[src/common/cst_pkg.sv]
// cst_pkg: register map, codes and timing constants for the cyclic sense timers
package cst_pkg;

  // register map, 7-bit register addresses
  localparam logic [6:0] ADDR_FILT = 7'h09;
  localparam logic [6:0] ADDR_TMR1 = 7'h0c;
  localparam logic [6:0] ADDR_TMR2 = 7'h0d;
  localparam logic [7:0] REG_RESET = 8'h00;
  localparam logic [7:0] FILT_MASK = 8'h3f;
  localparam logic [7:0] TMR_MASK = 8'h77;

  // field layout
  localparam int FLT_FIELD_W = 2;
  localparam int CODE_W = 3;
  localparam int ON_LSB = 4;
  localparam int PER_LSB = 0;

  // filter, on-time and switch codes
  localparam logic [1:0] FLT_STATIC_SHORT = 2'h0;
  localparam logic [1:0] FLT_STATIC_LONG = 2'h1;
  localparam logic [1:0] FLT_CYCLIC_T1 = 2'h2;
  localparam logic [1:0] FLT_CYCLIC_T2 = 2'h3;
  localparam logic [2:0] ON_STOP_LOW = 3'h0;
  localparam logic [2:0] ON_STOP_HIGH = 3'h6;
  localparam logic [2:0] CODE_RESERVED = 3'h7;
  localparam logic [2:0] HS_ON = 3'h1;
  localparam logic [2:0] HS_TIMER1 = 3'h2;
  localparam logic [2:0] HS_TIMER2 = 3'h3;

  // timing
  localparam int CLK_PERIOD_NS = 5;
  localparam int NS_PER_US = 1000;
  localparam int US_PER_MS = 1000;
  localparam int FILT_SHORT_NS = 16000;
  localparam int FILT_LONG_NS = 64000;
  localparam int TICK_US = 100;
  localparam int FILT_SHORT_CYCLES = (FILT_SHORT_NS + CLK_PERIOD_NS - 1) / CLK_PERIOD_NS;
  localparam int FILT_LONG_CYCLES = (FILT_LONG_NS + CLK_PERIOD_NS - 1) / CLK_PERIOD_NS;
  localparam int TICK_CYCLES = (TICK_US * NS_PER_US) / CLK_PERIOD_NS;
  localparam int ON_1_US = 100;
  localparam int ON_2_US = 300;
  localparam int ON_3_US = 1000;
  localparam int ON_4_US = 10000;
  localparam int ON_5_US = 20000;
  localparam int PER_0_MS = 10;
  localparam int PER_1_MS = 20;
  localparam int PER_2_MS = 50;
  localparam int PER_3_MS = 100;
  localparam int PER_4_MS = 200;
  localparam int PER_5_MS = 1000;
  localparam int PER_6_MS = 2000;

  localparam int TICK_W = 15;
  typedef logic [TICK_W-1:0] cst_ticks_type;

  function automatic cst_ticks_type cst_us_to_ticks(input int us);
    return cst_ticks_type'(us / TICK_US);
  endfunction

  function automatic cst_ticks_type cst_on_ticks(input logic [2:0] code);
    case (code)
      3'h1: return cst_us_to_ticks(ON_1_US);
      3'h2: return cst_us_to_ticks(ON_2_US);
      3'h3: return cst_us_to_ticks(ON_3_US);
      3'h4: return cst_us_to_ticks(ON_4_US);
      3'h5: return cst_us_to_ticks(ON_5_US);
      default: return '0;
    endcase
  endfunction

  function automatic cst_ticks_type cst_per_ticks(input logic [2:0] code);
    case (code)
      3'h0: return cst_us_to_ticks(PER_0_MS * US_PER_MS);
      3'h1: return cst_us_to_ticks(PER_1_MS * US_PER_MS);
      3'h2: return cst_us_to_ticks(PER_2_MS * US_PER_MS);
      3'h3: return cst_us_to_ticks(PER_3_MS * US_PER_MS);
      3'h4: return cst_us_to_ticks(PER_4_MS * US_PER_MS);
      3'h5: return cst_us_to_ticks(PER_5_MS * US_PER_MS);
      3'h6: return cst_us_to_ticks(PER_6_MS * US_PER_MS);
      default: return '0;
    endcase
  endfunction

  function automatic logic cst_is_cyclic(input logic [1:0] code);
    return (code == FLT_CYCLIC_T1) || (code == FLT_CYCLIC_T2);
  endfunction

endpackage

[src/common/cst_timer_if.sv]
// cst_timer_if: settings and events between the top and one cyclic timer
`timescale 1ns/100ps
interface cst_timer_if;
  logic tick;
  logic [2:0] on_code;
  logic [2:0] per_code;
  logic out;
  logic on_end;
  logic per_start;
  modport ctrl (output tick, output on_code, output per_code,
                input out, input on_end, input per_start);
  modport timer (input tick, input on_code, input per_code,
                 output out, output on_end, output per_start);
endinterface

[src/design/cst_cyclic_timer.sv]
// cst_cyclic_timer: one cyclic timer counting base ticks over period and on-time
`timescale 1ns/100ps
module cst_cyclic_timer (
  // clock and reset
  input wire logic core_clk_i,
  input wire logic rst_n_i,
  // settings and events
  cst_timer_if.timer tif
);
  import cst_pkg::*;

  cst_ticks_type cnt_q;
  cst_ticks_type cnt_d;
  cst_ticks_type on_len;
  cst_ticks_type per_len;
  logic out_q;
  logic on_end_q;
  logic per_start_q;
  logic run_q;
  wire running;
  wire started;
  wire step;
  wire hold_high;
  wire last_tick;
  wire out_d;

  // reserved codes stop the timer with its output low
  assign running = (tif.on_code != ON_STOP_LOW) && (tif.on_code != ON_STOP_HIGH) &&
                   (tif.on_code != CODE_RESERVED) && (tif.per_code != CODE_RESERVED);
  assign hold_high = (tif.on_code == ON_STOP_HIGH);
  assign on_len = cst_on_ticks(tif.on_code);
  assign per_len = cst_per_ticks(tif.per_code);
  // >= rather than == so a shortened period still wraps
  assign last_tick = (cnt_q >= per_len - 1'b1);
  // the start cycle ignores a tick, so the first on-time is never swallowed
  assign started = running && run_q;
  assign step = started && tif.tick;
  assign cnt_d = !started ? '0 : (!step ? cnt_q : (last_tick ? '0 : cnt_q + 1'b1));
  assign out_d = running ? (cnt_d < on_len) : hold_high;

  always_ff @(posedge core_clk_i or negedge rst_n_i) begin
    if (!rst_n_i) begin
      cnt_q <= '0;
      out_q <= 1'b0;
      on_end_q <= 1'b0;
      per_start_q <= 1'b0;
      run_q <= 1'b0;
    end else begin
      cnt_q <= cnt_d;
      out_q <= out_d;
      // an on-time as long as the period never falls, so it gives no sample
      on_end_q <= step && !last_tick && (cnt_q == on_len - 1'b1);
      per_start_q <= step && last_tick;
      run_q <= running;
    end
  end

  assign tif.out = out_q;
  assign tif.on_end = on_end_q;
  assign tif.per_start = per_start_q;

  property p_stop_low;
    @(posedge core_clk_i) disable iff (!rst_n_i)
    (tif.on_code == ON_STOP_LOW) |=> !tif.out;
  endproperty
  a_stop_low: assert property (p_stop_low) else $error("stopped timer output not low");

  property p_stop_high;
    @(posedge core_clk_i) disable iff (!rst_n_i)
    (tif.on_code == ON_STOP_HIGH) |=> tif.out;
  endproperty
  a_stop_high: assert property (p_stop_high) else $error("held timer output not high");

  property p_start_high;
    @(posedge core_clk_i) disable iff (!rst_n_i)
    $rose(running) |=> tif.out && (cnt_q == '0);
  endproperty
  a_start_high: assert property (p_start_high) else $error("timer did not start high");

  property p_on_end_fall;
    @(posedge core_clk_i) disable iff (!rst_n_i)
    tif.on_end |-> !tif.out && $past(tif.out);
  endproperty
  a_on_end_fall: assert property (p_on_end_fall) else $error("on-time end without fall");

  property p_period_high;
    @(posedge core_clk_i) disable iff (!rst_n_i)
    tif.per_start |-> tif.out && (cnt_q == '0);
  endproperty
  a_period_high: assert property (p_period_high) else $error("period start not high");
endmodule

[src/design/cst_wake_timer_top.sv]
// cst_wake_timer_top: filter select, two cyclic timers and wake filtering
`timescale 1ns/100ps
module cst_wake_timer_top #(
  parameter int FILT_SHORT = cst_pkg::FILT_SHORT_CYCLES,
  parameter int FILT_LONG = cst_pkg::FILT_LONG_CYCLES,
  parameter int TICK_LEN = cst_pkg::TICK_CYCLES,
  parameter int FCNT_W = 14,
  parameter int PRE_W = 15,
  parameter int HS_COUNT = 4
) (
  // clock and reset
  input wire logic core_clk_i,
  input wire logic rst_n_i,
  // device mode events
  input wire logic soft_reset_i,
  input wire logic restart_hs_clear_i,
  // register access
  input wire logic [6:0] reg_addr_i,
  input wire logic [7:0] reg_wdata_i,
  input wire logic reg_wr_i,
  input wire logic reg_rd_i,
  output logic [7:0] reg_rdata_o,
  // wake inputs
  input wire logic first_wake_input_i,
  input wire logic second_wake_input_i,
  input wire logic third_wake_input_i,
  // wake source enables and switch configuration
  input wire logic first_timer_wake_enable_i,
  input wire logic second_timer_wake_enable_i,
  input wire logic [cst_pkg::CODE_W*HS_COUNT-1:0] hs_config_i,
  // outputs
  output logic [HS_COUNT-1:0] high_side_output_o,
  output logic [2:0] wake_level_o,
  output logic [2:0] wake_change_o,
  output logic [1:0] timer_wake_o
);
  import cst_pkg::*;

  localparam int NUM_WAKE = 3;
  localparam logic [FCNT_W-1:0] SHORT_CNT = FCNT_W'(FILT_SHORT);
  localparam logic [FCNT_W-1:0] LONG_CNT = FCNT_W'(FILT_LONG);
  localparam logic [PRE_W-1:0] TICK_LAST = PRE_W'(TICK_LEN - 1);

  logic [7:0] filt_q;
  logic [7:0] filt_d;
  logic [7:0] tmr1_q;
  logic [7:0] tmr1_d;
  logic [7:0] tmr2_q;
  logic [7:0] tmr2_d;
  logic [7:0] rdata_d;
  logic [PRE_W-1:0] pre_q;
  logic tick_q;
  logic [NUM_WAKE-1:0] in_q;
  logic [NUM_WAKE-1:0] level_q;
  logic [NUM_WAKE-1:0] change_q;
  logic [NUM_WAKE-1:0] accept;
  logic [FCNT_W-1:0] stab_q [NUM_WAKE];
  logic [HS_COUNT-1:0] hs_d;
  logic [1:0] twake_d;

  wire [NUM_WAKE-1:0] wake_in;
  wire sel_filt;
  wire sel_tmr1;
  wire sel_tmr2;
  wire wr_filt;
  wire wr_tmr1;
  wire wr_tmr2;
  wire cyclic_sel;
  wire clr_timers;
  wire tick_wrap;

  cst_timer_if t1_if ();
  cst_timer_if t2_if ();

  // register decode
  assign sel_filt = (reg_addr_i == ADDR_FILT);
  assign sel_tmr1 = (reg_addr_i == ADDR_TMR1);
  assign sel_tmr2 = (reg_addr_i == ADDR_TMR2);
  assign wr_filt = reg_wr_i && sel_filt;
  assign wr_tmr1 = reg_wr_i && sel_tmr1;
  assign wr_tmr2 = reg_wr_i && sel_tmr2;

  // cyclic sensing counts as selected while any input uses a timer
  assign cyclic_sel = cst_is_cyclic(filt_q[1:0]) ||
                      cst_is_cyclic(filt_q[3:2]) ||
                      cst_is_cyclic(filt_q[5:4]);
  // clearing beats a write in the same cycle, it acts like a reset
  assign clr_timers = soft_reset_i || (restart_hs_clear_i && cyclic_sel);

  assign filt_d = soft_reset_i ? REG_RESET :
                  (wr_filt ? (reg_wdata_i & FILT_MASK) : filt_q);
  assign tmr1_d = clr_timers ? REG_RESET :
                  (wr_tmr1 ? (reg_wdata_i & TMR_MASK) : tmr1_q);
  assign tmr2_d = clr_timers ? REG_RESET :
                  (wr_tmr2 ? (reg_wdata_i & TMR_MASK) : tmr2_q);

  // masks keep reserved bits zero, unmapped addresses read zero
  assign rdata_d = sel_filt ? (filt_q & FILT_MASK) :
                   sel_tmr1 ? (tmr1_q & TMR_MASK) :
                   sel_tmr2 ? (tmr2_q & TMR_MASK) : REG_RESET;

  always_ff @(posedge core_clk_i or negedge rst_n_i) begin
    if (!rst_n_i) begin
      filt_q <= REG_RESET;
      tmr1_q <= REG_RESET;
      tmr2_q <= REG_RESET;
      reg_rdata_o <= REG_RESET;
    end else begin
      filt_q <= filt_d;
      tmr1_q <= tmr1_d;
      tmr2_q <= tmr2_d;
      if (reg_rd_i) begin
        reg_rdata_o <= rdata_d;
      end
    end
  end

  // one shared base tick keeps both timers on the same time grid
  assign tick_wrap = (pre_q >= TICK_LAST);

  always_ff @(posedge core_clk_i or negedge rst_n_i) begin
    if (!rst_n_i) begin
      pre_q <= '0;
      tick_q <= 1'b0;
    end else begin
      pre_q <= tick_wrap ? '0 : pre_q + 1'b1;
      tick_q <= tick_wrap;
    end
  end

  assign t1_if.tick = tick_q;
  assign t1_if.on_code = tmr1_q[ON_LSB +: CODE_W];
  assign t1_if.per_code = tmr1_q[PER_LSB +: CODE_W];
  assign t2_if.tick = tick_q;
  assign t2_if.on_code = tmr2_q[ON_LSB +: CODE_W];
  assign t2_if.per_code = tmr2_q[PER_LSB +: CODE_W];

  cst_cyclic_timer u_timer1 (
    .core_clk_i (core_clk_i),
    .rst_n_i (rst_n_i),
    .tif (t1_if.timer)
  );

  cst_cyclic_timer u_timer2 (
    .core_clk_i (core_clk_i),
    .rst_n_i (rst_n_i),
    .tif (t2_if.timer)
  );

  // wake filtering per input
  assign wake_in = {third_wake_input_i, second_wake_input_i, first_wake_input_i};

  for (genvar g = 0; g < NUM_WAKE; g++) begin : g_wake
    wire [1:0] mode;
    wire [FCNT_W-1:0] thr;
    wire stable;
    wire strobe;

    assign mode = filt_q[g*FLT_FIELD_W +: FLT_FIELD_W];
    assign thr = (mode == FLT_STATIC_LONG) ? LONG_CNT : SHORT_CNT;
    assign stable = (stab_q[g] >= thr);
    // a cyclic input only samples when its timer ends an on-time
    assign strobe = (mode == FLT_CYCLIC_T1) ? t1_if.on_end :
                    (mode == FLT_CYCLIC_T2) ? t2_if.on_end : 1'b1;
    assign accept[g] = strobe && stable && (in_q[g] != level_q[g]);

    always_ff @(posedge core_clk_i or negedge rst_n_i) begin
      if (!rst_n_i) begin
        stab_q[g] <= '0;
      end else if (wake_in[g] != in_q[g]) begin
        stab_q[g] <= '0;
      end else if (stab_q[g] < LONG_CNT) begin
        stab_q[g] <= stab_q[g] + 1'b1;
      end
    end

    property p_static_short;
      @(posedge core_clk_i) disable iff (!rst_n_i)
      change_q[g] && ($past(mode) == FLT_STATIC_SHORT) |->
        ($past(stab_q[g]) >= SHORT_CNT) && (wake_level_o[g] == $past(in_q[g]));
    endproperty
    a_static_short: assert property (p_static_short) else $error("short filter early");

    property p_static_long;
      @(posedge core_clk_i) disable iff (!rst_n_i)
      change_q[g] && ($past(mode) == FLT_STATIC_LONG) |-> $past(stab_q[g]) >= LONG_CNT;
    endproperty
    a_static_long: assert property (p_static_long) else $error("long filter early");

    property p_cyclic_t1;
      @(posedge core_clk_i) disable iff (!rst_n_i)
      change_q[g] && ($past(mode) == FLT_CYCLIC_T1) |->
        $past(t1_if.on_end) && ($past(stab_q[g]) >= SHORT_CNT);
    endproperty
    a_cyclic_t1: assert property (p_cyclic_t1) else $error("sample off first timer");

    property p_cyclic_t2;
      @(posedge core_clk_i) disable iff (!rst_n_i)
      change_q[g] && ($past(mode) == FLT_CYCLIC_T2) |-> $past(t2_if.on_end);
    endproperty
    a_cyclic_t2: assert property (p_cyclic_t2) else $error("sample off second timer");
  end

  always_ff @(posedge core_clk_i or negedge rst_n_i) begin
    if (!rst_n_i) begin
      in_q <= '0;
      level_q <= '0;
      change_q <= '0;
    end else begin
      in_q <= wake_in;
      level_q <= level_q ^ accept;
      change_q <= accept;
    end
  end

  // switch outputs follow their configured source
  for (genvar k = 0; k < HS_COUNT; k++) begin : g_hs
    wire [CODE_W-1:0] code;
    assign code = hs_config_i[k*CODE_W +: CODE_W];
    assign hs_d[k] = (code == HS_ON) ||
                     ((code == HS_TIMER1) && t1_if.out) ||
                     ((code == HS_TIMER2) && t2_if.out);
  end

  // cyclic wake uses its own enable, so sensing keeps running beside it
  assign twake_d = {t2_if.per_start && second_timer_wake_enable_i,
                    t1_if.per_start && first_timer_wake_enable_i};

  always_ff @(posedge core_clk_i or negedge rst_n_i) begin
    if (!rst_n_i) begin
      high_side_output_o <= '0;
      timer_wake_o <= '0;
    end else begin
      high_side_output_o <= hs_d;
      timer_wake_o <= twake_d;
    end
  end

  assign wake_level_o = level_q;
  assign wake_change_o = change_q;

  property p_filt_write;
    @(posedge core_clk_i) disable iff (!rst_n_i)
    wr_filt && !soft_reset_i |=> filt_q == ($past(reg_wdata_i) & FILT_MASK);
  endproperty
  a_filt_write: assert property (p_filt_write) else $error("filter select not stored");

  property p_rsv_filt;
    @(posedge core_clk_i) disable iff (!rst_n_i)
    $past(reg_rd_i && sel_filt) |-> (reg_rdata_o & ~FILT_MASK) == REG_RESET;
  endproperty
  a_rsv_filt: assert property (p_rsv_filt) else $error("filter reserved bits set");

  property p_rsv_tmr;
    @(posedge core_clk_i) disable iff (!rst_n_i)
    $past(reg_rd_i && (sel_tmr1 || sel_tmr2)) |-> (reg_rdata_o & ~TMR_MASK) == REG_RESET;
  endproperty
  a_rsv_tmr: assert property (p_rsv_tmr) else $error("timer reserved bits set");

  property p_soft_reset;
    @(posedge core_clk_i) disable iff (!rst_n_i)
    soft_reset_i |=> (filt_q == REG_RESET) && (tmr1_q == REG_RESET) && (tmr2_q == REG_RESET);
  endproperty
  a_soft_reset: assert property (p_soft_reset) else $error("soft reset left a value");

  property p_restart_clear;
    @(posedge core_clk_i) disable iff (!rst_n_i)
    restart_hs_clear_i && cyclic_sel |=> (tmr1_q == REG_RESET) && (tmr2_q == REG_RESET);
  endproperty
  a_restart_clear: assert property (p_restart_clear) else $error("restart kept timers");

  property p_restart_keep;
    @(posedge core_clk_i) disable iff (!rst_n_i)
    restart_hs_clear_i && !cyclic_sel && !soft_reset_i && !reg_wr_i |=> $stable(tmr1_q);
  endproperty
  a_restart_keep: assert property (p_restart_keep) else $error("timer cleared wrongly");

  property p_hs_timer1;
    @(posedge core_clk_i) disable iff (!rst_n_i)
    (hs_config_i[CODE_W-1:0] == HS_TIMER1) |=> high_side_output_o[0] == $past(t1_if.out);
  endproperty
  a_hs_timer1: assert property (p_hs_timer1) else $error("switch not on first timer");

  property p_hs_timer2;
    @(posedge core_clk_i) disable iff (!rst_n_i)
    (hs_config_i[CODE_W-1:0] == HS_TIMER2) |=> high_side_output_o[0] == $past(t2_if.out);
  endproperty
  a_hs_timer2: assert property (p_hs_timer2) else $error("switch not on second timer");

  property p_timer_wake;
    @(posedge core_clk_i) disable iff (!rst_n_i)
    timer_wake_o[0] |-> $past(first_timer_wake_enable_i) && $past(t1_if.per_start);
  endproperty
  a_timer_wake: assert property (p_timer_wake) else $error("wake without enable");

  property p_wake_with_sense;
    @(posedge core_clk_i) disable iff (!rst_n_i)
    t2_if.per_start && second_timer_wake_enable_i |=> timer_wake_o[1];
  endproperty
  a_wake_with_sense: assert property (p_wake_with_sense) else $error("cyclic wake lost");
endmodule

[config.mk]
export PLATFORM = sky130hd
export DESIGN_NAME = cst_wake_timer_top
export DESIGN_NICKNAME = d
export VERILOG_FILES = /design/src/common/cst_pkg.sv /design/src/common/cst_timer_if.sv /design/src/design/cst_cyclic_timer.sv /design/src/design/cst_wake_timer_top.sv
export SDC_FILE = /design/constraint.sdc
export NUM_CORES = 1
export LEC_CHECK = 0
export BUFFER_PORTS_ARGS = -buffer_cell sky130_fd_sc_hd__buf_2
export CAP_MARGIN = 5
export CORE_UTILIZATION = 51
export DETAILED_ROUTE_END_ITERATION = 8
export GPL_TIMING_DRIVEN = 0
export PLACE_DENSITY_LB_ADDON = 0.3
export SLEW_MARGIN = 30
export SYNTH_ARGS = -nofsm -noshare
export SYNTH_HDL_FRONTEND = slang
export SYNTH_SLANG_ARGS = --single-unit
[constraint.sdc]
create_clock -name core_clk_i -period 10.4 [get_ports core_clk_i]
set_input_delay 0.52 -clock core_clk_i [delete_from_list [all_inputs] [get_ports core_clk_i]]
set_output_delay 0.52 -clock core_clk_i [all_outputs]
set_load 0.02 [all_outputs]
; After elaboration in Yosys (flattened, before gate mapping)
; Cells that the tools add are included.
; W data, S select, Z words.
[totals]
ff_bits = 139
inputBits = 38
output_inout_bits = 20
elab_cells = 207
[op_classes]
addsub = 10
order_cmp = 11
n_eq_ne = 62
n_mux = 37
n_bitwise = 1
reduce_logical = 62
[ops]
columns = operator, n
row1 = $pmux W15 S7, 2
row2 = $mux W14, 9
row3 = $mux W15, 7
row4 = $pmux W8 S5, 2
row5 = $mux W7, 7
row6 = $eq A3 B2 Y1 const B, 16
row7 = $add A15 B1 Y15 const B, 3
row8 = $add A14 B1 Y14 const B, 3
row9 = $ge A14 B14 Y1, 3
row10 = $lt A14 B14 Y1 const B, 3
row11 = $eq A3 B3 Y1 const B, 12
row12 = $logic_and A1 B1 Y1, 36
row13 = $eq A15 B15 Y1, 2
row14 = $ge A15 B15 Y1, 2
row15 = $lt A15 B8 Y1, 2
row16 = $sub A15 B1 Y15 const B, 2
row17 = $eq A3 B1 Y1 const B, 8
row18 = $eq A7 B4 Y1 const B, 3
row19 = $ne A3 B3 Y1 const B, 6
row20 = $sub A8 B1 Y9 const B, 2
row21 = $ge A15 B15 Y1 const B, 1
row22 = $logic_or A1 B1 Y1, 14
row23 = $eq A2 B2 Y1 const B, 6
row24 = $mux W6, 2
row25 = 8 further kinds, 30

; Longest topological paths before layout
[logic_depth]
depth_word = 10
mapped_depth = 21
ltp_nobuf = 20

; By module
; Synthesis repeated with hierarchy kept, for this count alone.
[hier_totals]
hier_cells = 977
hier_area_um2 = 8846.0
[by_module_without_submodules]
columns = mod, n_inst, cells_each, area_per_inst_um2, seq_area_each_um2
row1 = cst_wake_timer_top, 1, 494, 4968.5, 2452.4
row2 = cst_cyclic_timer (u_timer2), 1, 245, 1949.4, 475.5
row3 = cst_cyclic_timer (u_timer1), 1, 238, 1928.1, 475.5

; Least setup slack after synthesis
; Ideal clock, no wire load.
[synth_timing]
path_kind = reg-to-reg
startpoint = register tmr2_q[2]
endpoint = register u_timer2.out_q (netlist: u_timer2.tif.out)
setup_ns = 0.096
arrival_ns = 4.027
required_ns = 10.304
slack_ns = 6.277
path_stages_with_launch = 21
n_path_buf = 5
period_less_slack_ns = 4.123
cell_sequence = dfrtp_1 > buf_6 > clkbuf_1 > nand2b_1 > ha_1 > clkbuf_1 > mux2i_1 > a21oi_1 > ha_1 > nand2_1 > a2111oi_0 > o211ai_1 > nand4bb_1 > clkbuf_1 > clkbuf_1 > nor2_1 > ha_1 > o21ai_0 > nor3_1 > o311a_1 > a311oi_2
[synth_via]
elab_chain_len = 9
elab_cells_between_ends = 19
classes_between = add/sub (1) / order compare (2) / eq/ne (7) / mux (5) / reduce/logical (4)
[synth_lines]
columns = item, line_no
row1 = start: declaration, cst_wake_timer_top.sv:48  ; logic [7:0] tmr2_q;
row2 = start signal: assignment, cst_wake_timer_top.sv:111  ; tmr2_q <= tmr2_d;
row3 = $eq A3 B3 Y1 (tied with other cells), cst_pkg.sv:72  ; case (code)
row4 = $pmux W15 S7, cst_pkg.sv:72
row5 = $sub A15 B1 Y15, cst_cyclic_timer.sv:34  ; assign last_tick = (cnt_q >= per_len - 1'b1);
row6 = $ge A15 B15 Y1, cst_cyclic_timer.sv:34
row7 = $mux W15 (2 in series), cst_cyclic_timer.sv:38  ; assign cnt_d = !started ? '0 : (!step ? cnt_q : (last_tick ? '0 : cnt_q + 1'b1));
row8 = $mux W15 *, cst_cyclic_timer.sv:38
row9 = via u_timer2.cnt_d[5], cst_cyclic_timer.sv:13  ; cst_ticks_type cnt_d;
row10 = $lt A15 B8 Y1 *, cst_cyclic_timer.sv:39  ; assign out_d = running ? (cnt_d < on_len) : hold_high;
row11 = $mux W1 *, cst_cyclic_timer.sv:39
row12 = via u_timer2.out_d, cst_cyclic_timer.sv:25  ; wire out_d;
row13 = end signal: assignment, cst_cyclic_timer.sv:50  ; out_q <= out_d;
row14 = end: declaration, cst_cyclic_timer.sv:16  ; logic out_q;
; The timed path passes the listed nets; every way through them passes the cells marked *.
; A chain may end at the register's enable or synchronous reset.

; Final worst setup path
; Same ends and word-level chain as after synthesis.

==> results.txt <==
status: finished, final reports clean
Unique masters post-synth: 70
leakage: 4.48 nW
post-DP HPWL: 14.7 mm
vias per cell: 5.66
Worst-Margin Slew: 783 ps
max-cap viol count: 0
endpoints failing hold: 0
largest net degree at the start of global routing: 75
total core area: 16800 µm²
total power: 0.00122 W
CTS clk-pin slew, worst paths: 60 ps
WL/cell: 15.3 µm
Ys Warns: 0
Die Y: 134 µm
quantity of I/O buffers inserted on ports: 52
Max Fclk: 0.202 GHz
Post-Synthesis Cells: 999
Worst Setup Start Kind: flip-flop
die area: 18000 µm²
Placer Congestion: 0.919
Ports: 58
Total Nets Final: 1178
WL final: 19.9 mm
Iter 0 DRT Violations: 545
via count: 7374
post-CTS setup buffers: 0
cts bufs inserted: 17
top cell type's share of synthesized area: 0.383
CP required: 10700 ps
clock period minus final worst setup slack: 4940 ps
Antenna Violating Nets Remaining: 0
area delta synth->final: 13.0%
sequential share of the synthesized area: 0.383
clock root buffer: clkbuf_16
final clock skew: 7.26 ps
RSZ-0062 raised after global routing: false
Final period util: 0.475
Seq cells post-synth: 136
most frequent cells in the layout: nor2_1 (138), dfrtp_1 (136), nand2_1 (90), ha_1 (69), xor2_1 (55)
H-tree lvl count: 4
pwr dens: 121 nW/µm²
critical path endpoint category: flip-flop
most common cell after layout, fill and taps aside: nor2_1
Syn Area/Cell: 8.90 µm²
clock tree buffer depth: 2
Fillers: 1479
initial antenna violation count: 0
post-CTS sizing: 0
syn nets: 1106
slew margin rel.: 0.474
die width: 134 µm
layout cells sized above 1: 0.110
hold crit path type: input pin to asynchronous set/reset pin
WS Path Type: flip-flop to flip-flop
residual DRC count: 0
area leader, netlist: dfrtp_1
# hold bufs at CTS: 0
synthesized area: 8890 µm²
crit path max fanout: 10
top cells by area, synth: dfrtp_1 (38%), ha_1 (9.7%), nor2_1 (5.8%)
Setup TNS: 0 ps
initial core utilization: 0.528
CP arrival: 5240 ps
Post-synth EDFFs: 0
grt ovf: 0
first-pass GRT wire length: 33.2 mm
Num Clock Sinks: 136
Max VDD drop: 0.111 mV
Clock Latency Late Sink: 420 ps
vias in the first global route: 6858
top_reg_cell synth: dfrtp_1
clock tree from TritonCTS: done
Slew Limit Fails: 0
ys async rst share: 1.00
Rows: 47
n_diodes: 0
drt pass-1 iters: 5
gr usage total: 0.231
Final setup violation count: 0
per-layer routing:
layer / part of all wire / track usage
met4: 0.015 / 0.0799
met2: 0.45 / 0.355
met5: 0 / 0
met1: 0.49 / 0.332
met3: 0.040 / 0.0333
logic make-up (layout without fill, tap and decap cells):
kind of cell | Yosys count | count (layout) | synth area share
and+or+nand+nor | 404 | 404 | 0.219
AOI/OAI and AO/OA | 172 | 172 | 0.128
DFF | 136 | 136 | 0.383
buffers and inverters | 91 | 175 | 0.0412
xor gates and xnor gates | 87 | 87 | 0.0857
adders and majority gates | 69 | 69 | 0.0971
muxes | 39 | 39 | 0.0460
other | 1 | 1 | 0.000422
layout make-up:
cell class                      instances  area (µm²)  share of cell area
Multi-Input combinational cell        772        5120               0.510
Inverter                               48         180              0.0179
Buffer                                 43         186              0.0186
Timing Repair Buffer                   53         298              0.0296
Tap cell                              220         275              0.0274
Clock buffer                           20         457              0.0454
Sequential cell                       136        3400               0.339
Clock inverter                         11         125              0.0125
flip-flops by register name, indices dropped and copies added, names as in the netlist, named ones only:
name / cells
tmr1_q: 6
t1_if.tick: 1
wake_change_o: 3
u_timer2.run_q: 1
u_timer2.tif.per_start: 1
u_timer1.cnt_q: 15
u_timer1.tif.out: 1
u_timer1.tif.per_start: 1
stab_q: 42
u_timer2.cnt_q: 15
high_side_output_o: 4
reg_rdata_o: 7
pre_q: 15
in_q: 3
u_timer2.tif.out: 1
u_timer1.tif.on_end: 1
u_timer1.run_q: 1
filt_q: 6
tmr2_q: 6
timer_wake_o: 2
u_timer2.tif.on_end: 1
critical path, stage by stage (launching register included):
cell and delay [ps]:
dfrtp_1 340, buf_6 120, clkbuf_1 320, nand2b_1 170, ha_1 140, clkbuf_1 260
mux2i_1 220, a21oi_1 90, ha_1 310, nand2_1 60, a2111oi_0 380, o211ai_1 140
nand4bb_1 120, clkbuf_1 280, clkbuf_1 430, nor2_1 140, ha_1 330, o21ai_0 220
nor3_1 70, o311a_1 350, a311oi_2 330
stage by stage:
step | utilization | instance area, µm² | setup slack (ps) | hold WS (ps) | cells
after global placement | 0.560 | 9420 | 5370 | 441 | 1271
after detailed placement | 0.563 | 9470 | 5490 | 460 | 1272
after CTS | 0.597 | 10000 | 5480 | 56.5 | 1303
final | 0.597 | 10000 | 5460 | 36.4 | 1303
after floorplan | - | 8890 | 6280 | 224 | 999
after global routing | 0.597 | 10000 | 5030 | 67.3 | 1303
synthesized netlist by cell type (5+ instances only):
| cell | number |
|---|---|
| nor3_1 | 17 |
| a22oi_1 | 7 |
| o211ai_1 | 7 |
| o22ai_1 | 10 |
| a21oi_1 | 51 |
| nand2_1 | 90 |
| or2_2 | 5 |
| xnor2_1 | 32 |
| nor2b_1 | 15 |
| clkbuf_1 | 37 |
| nand4_1 | 21 |
| ha_1 | 69 |
| a21o_1 | 6 |
| dfrtp_1 | 136 |
| mux2_2 | 11 |
| and3_1 | 17 |
| nand3_1 | 44 |
| or3_1 | 8 |
| nand2b_1 | 11 |
| inv_1 | 48 |
| nor4_1 | 5 |
| a211oi_1 | 8 |
| nand3b_1 | 6 |
| nor2_1 | 138 |
| mux2i_1 | 27 |
| and2_1 | 6 |
| xor2_1 | 55 |
| o21ai_0 | 36 |
| a41oi_1 | 8 |
where the power goes:
part           internal [W]  switching, W  leakage (nW)
combinational     0.0000262     0.0000432          2.35
sequential         0.000539     0.0000105          1.86
clock              0.000364      0.000234         0.270
total              0.000929      0.000287          4.48
worst paths after layout:
kind                                        start  cells after the start            endpoint  slack (ps)
setup reg to reg                        tmr2_q[2]                     20    u_timer2.tif.out        5460
hold / removal                            rst_n_i                      1          stab_q[20]          40
hold reg to reg            u_timer2.tif.per_start                      1     timer_wake_o[1]         470
min in group core_clk_i        third_wake_input_i                      1             in_q[2]         230
max in group asynchronous                 rst_n_i                      2  u_timer1.cnt_q[13]        9620
setup / recovery                        tmr2_q[2]                     20    u_timer2.tif.out        5460
(Power assumes the default switching activity.)
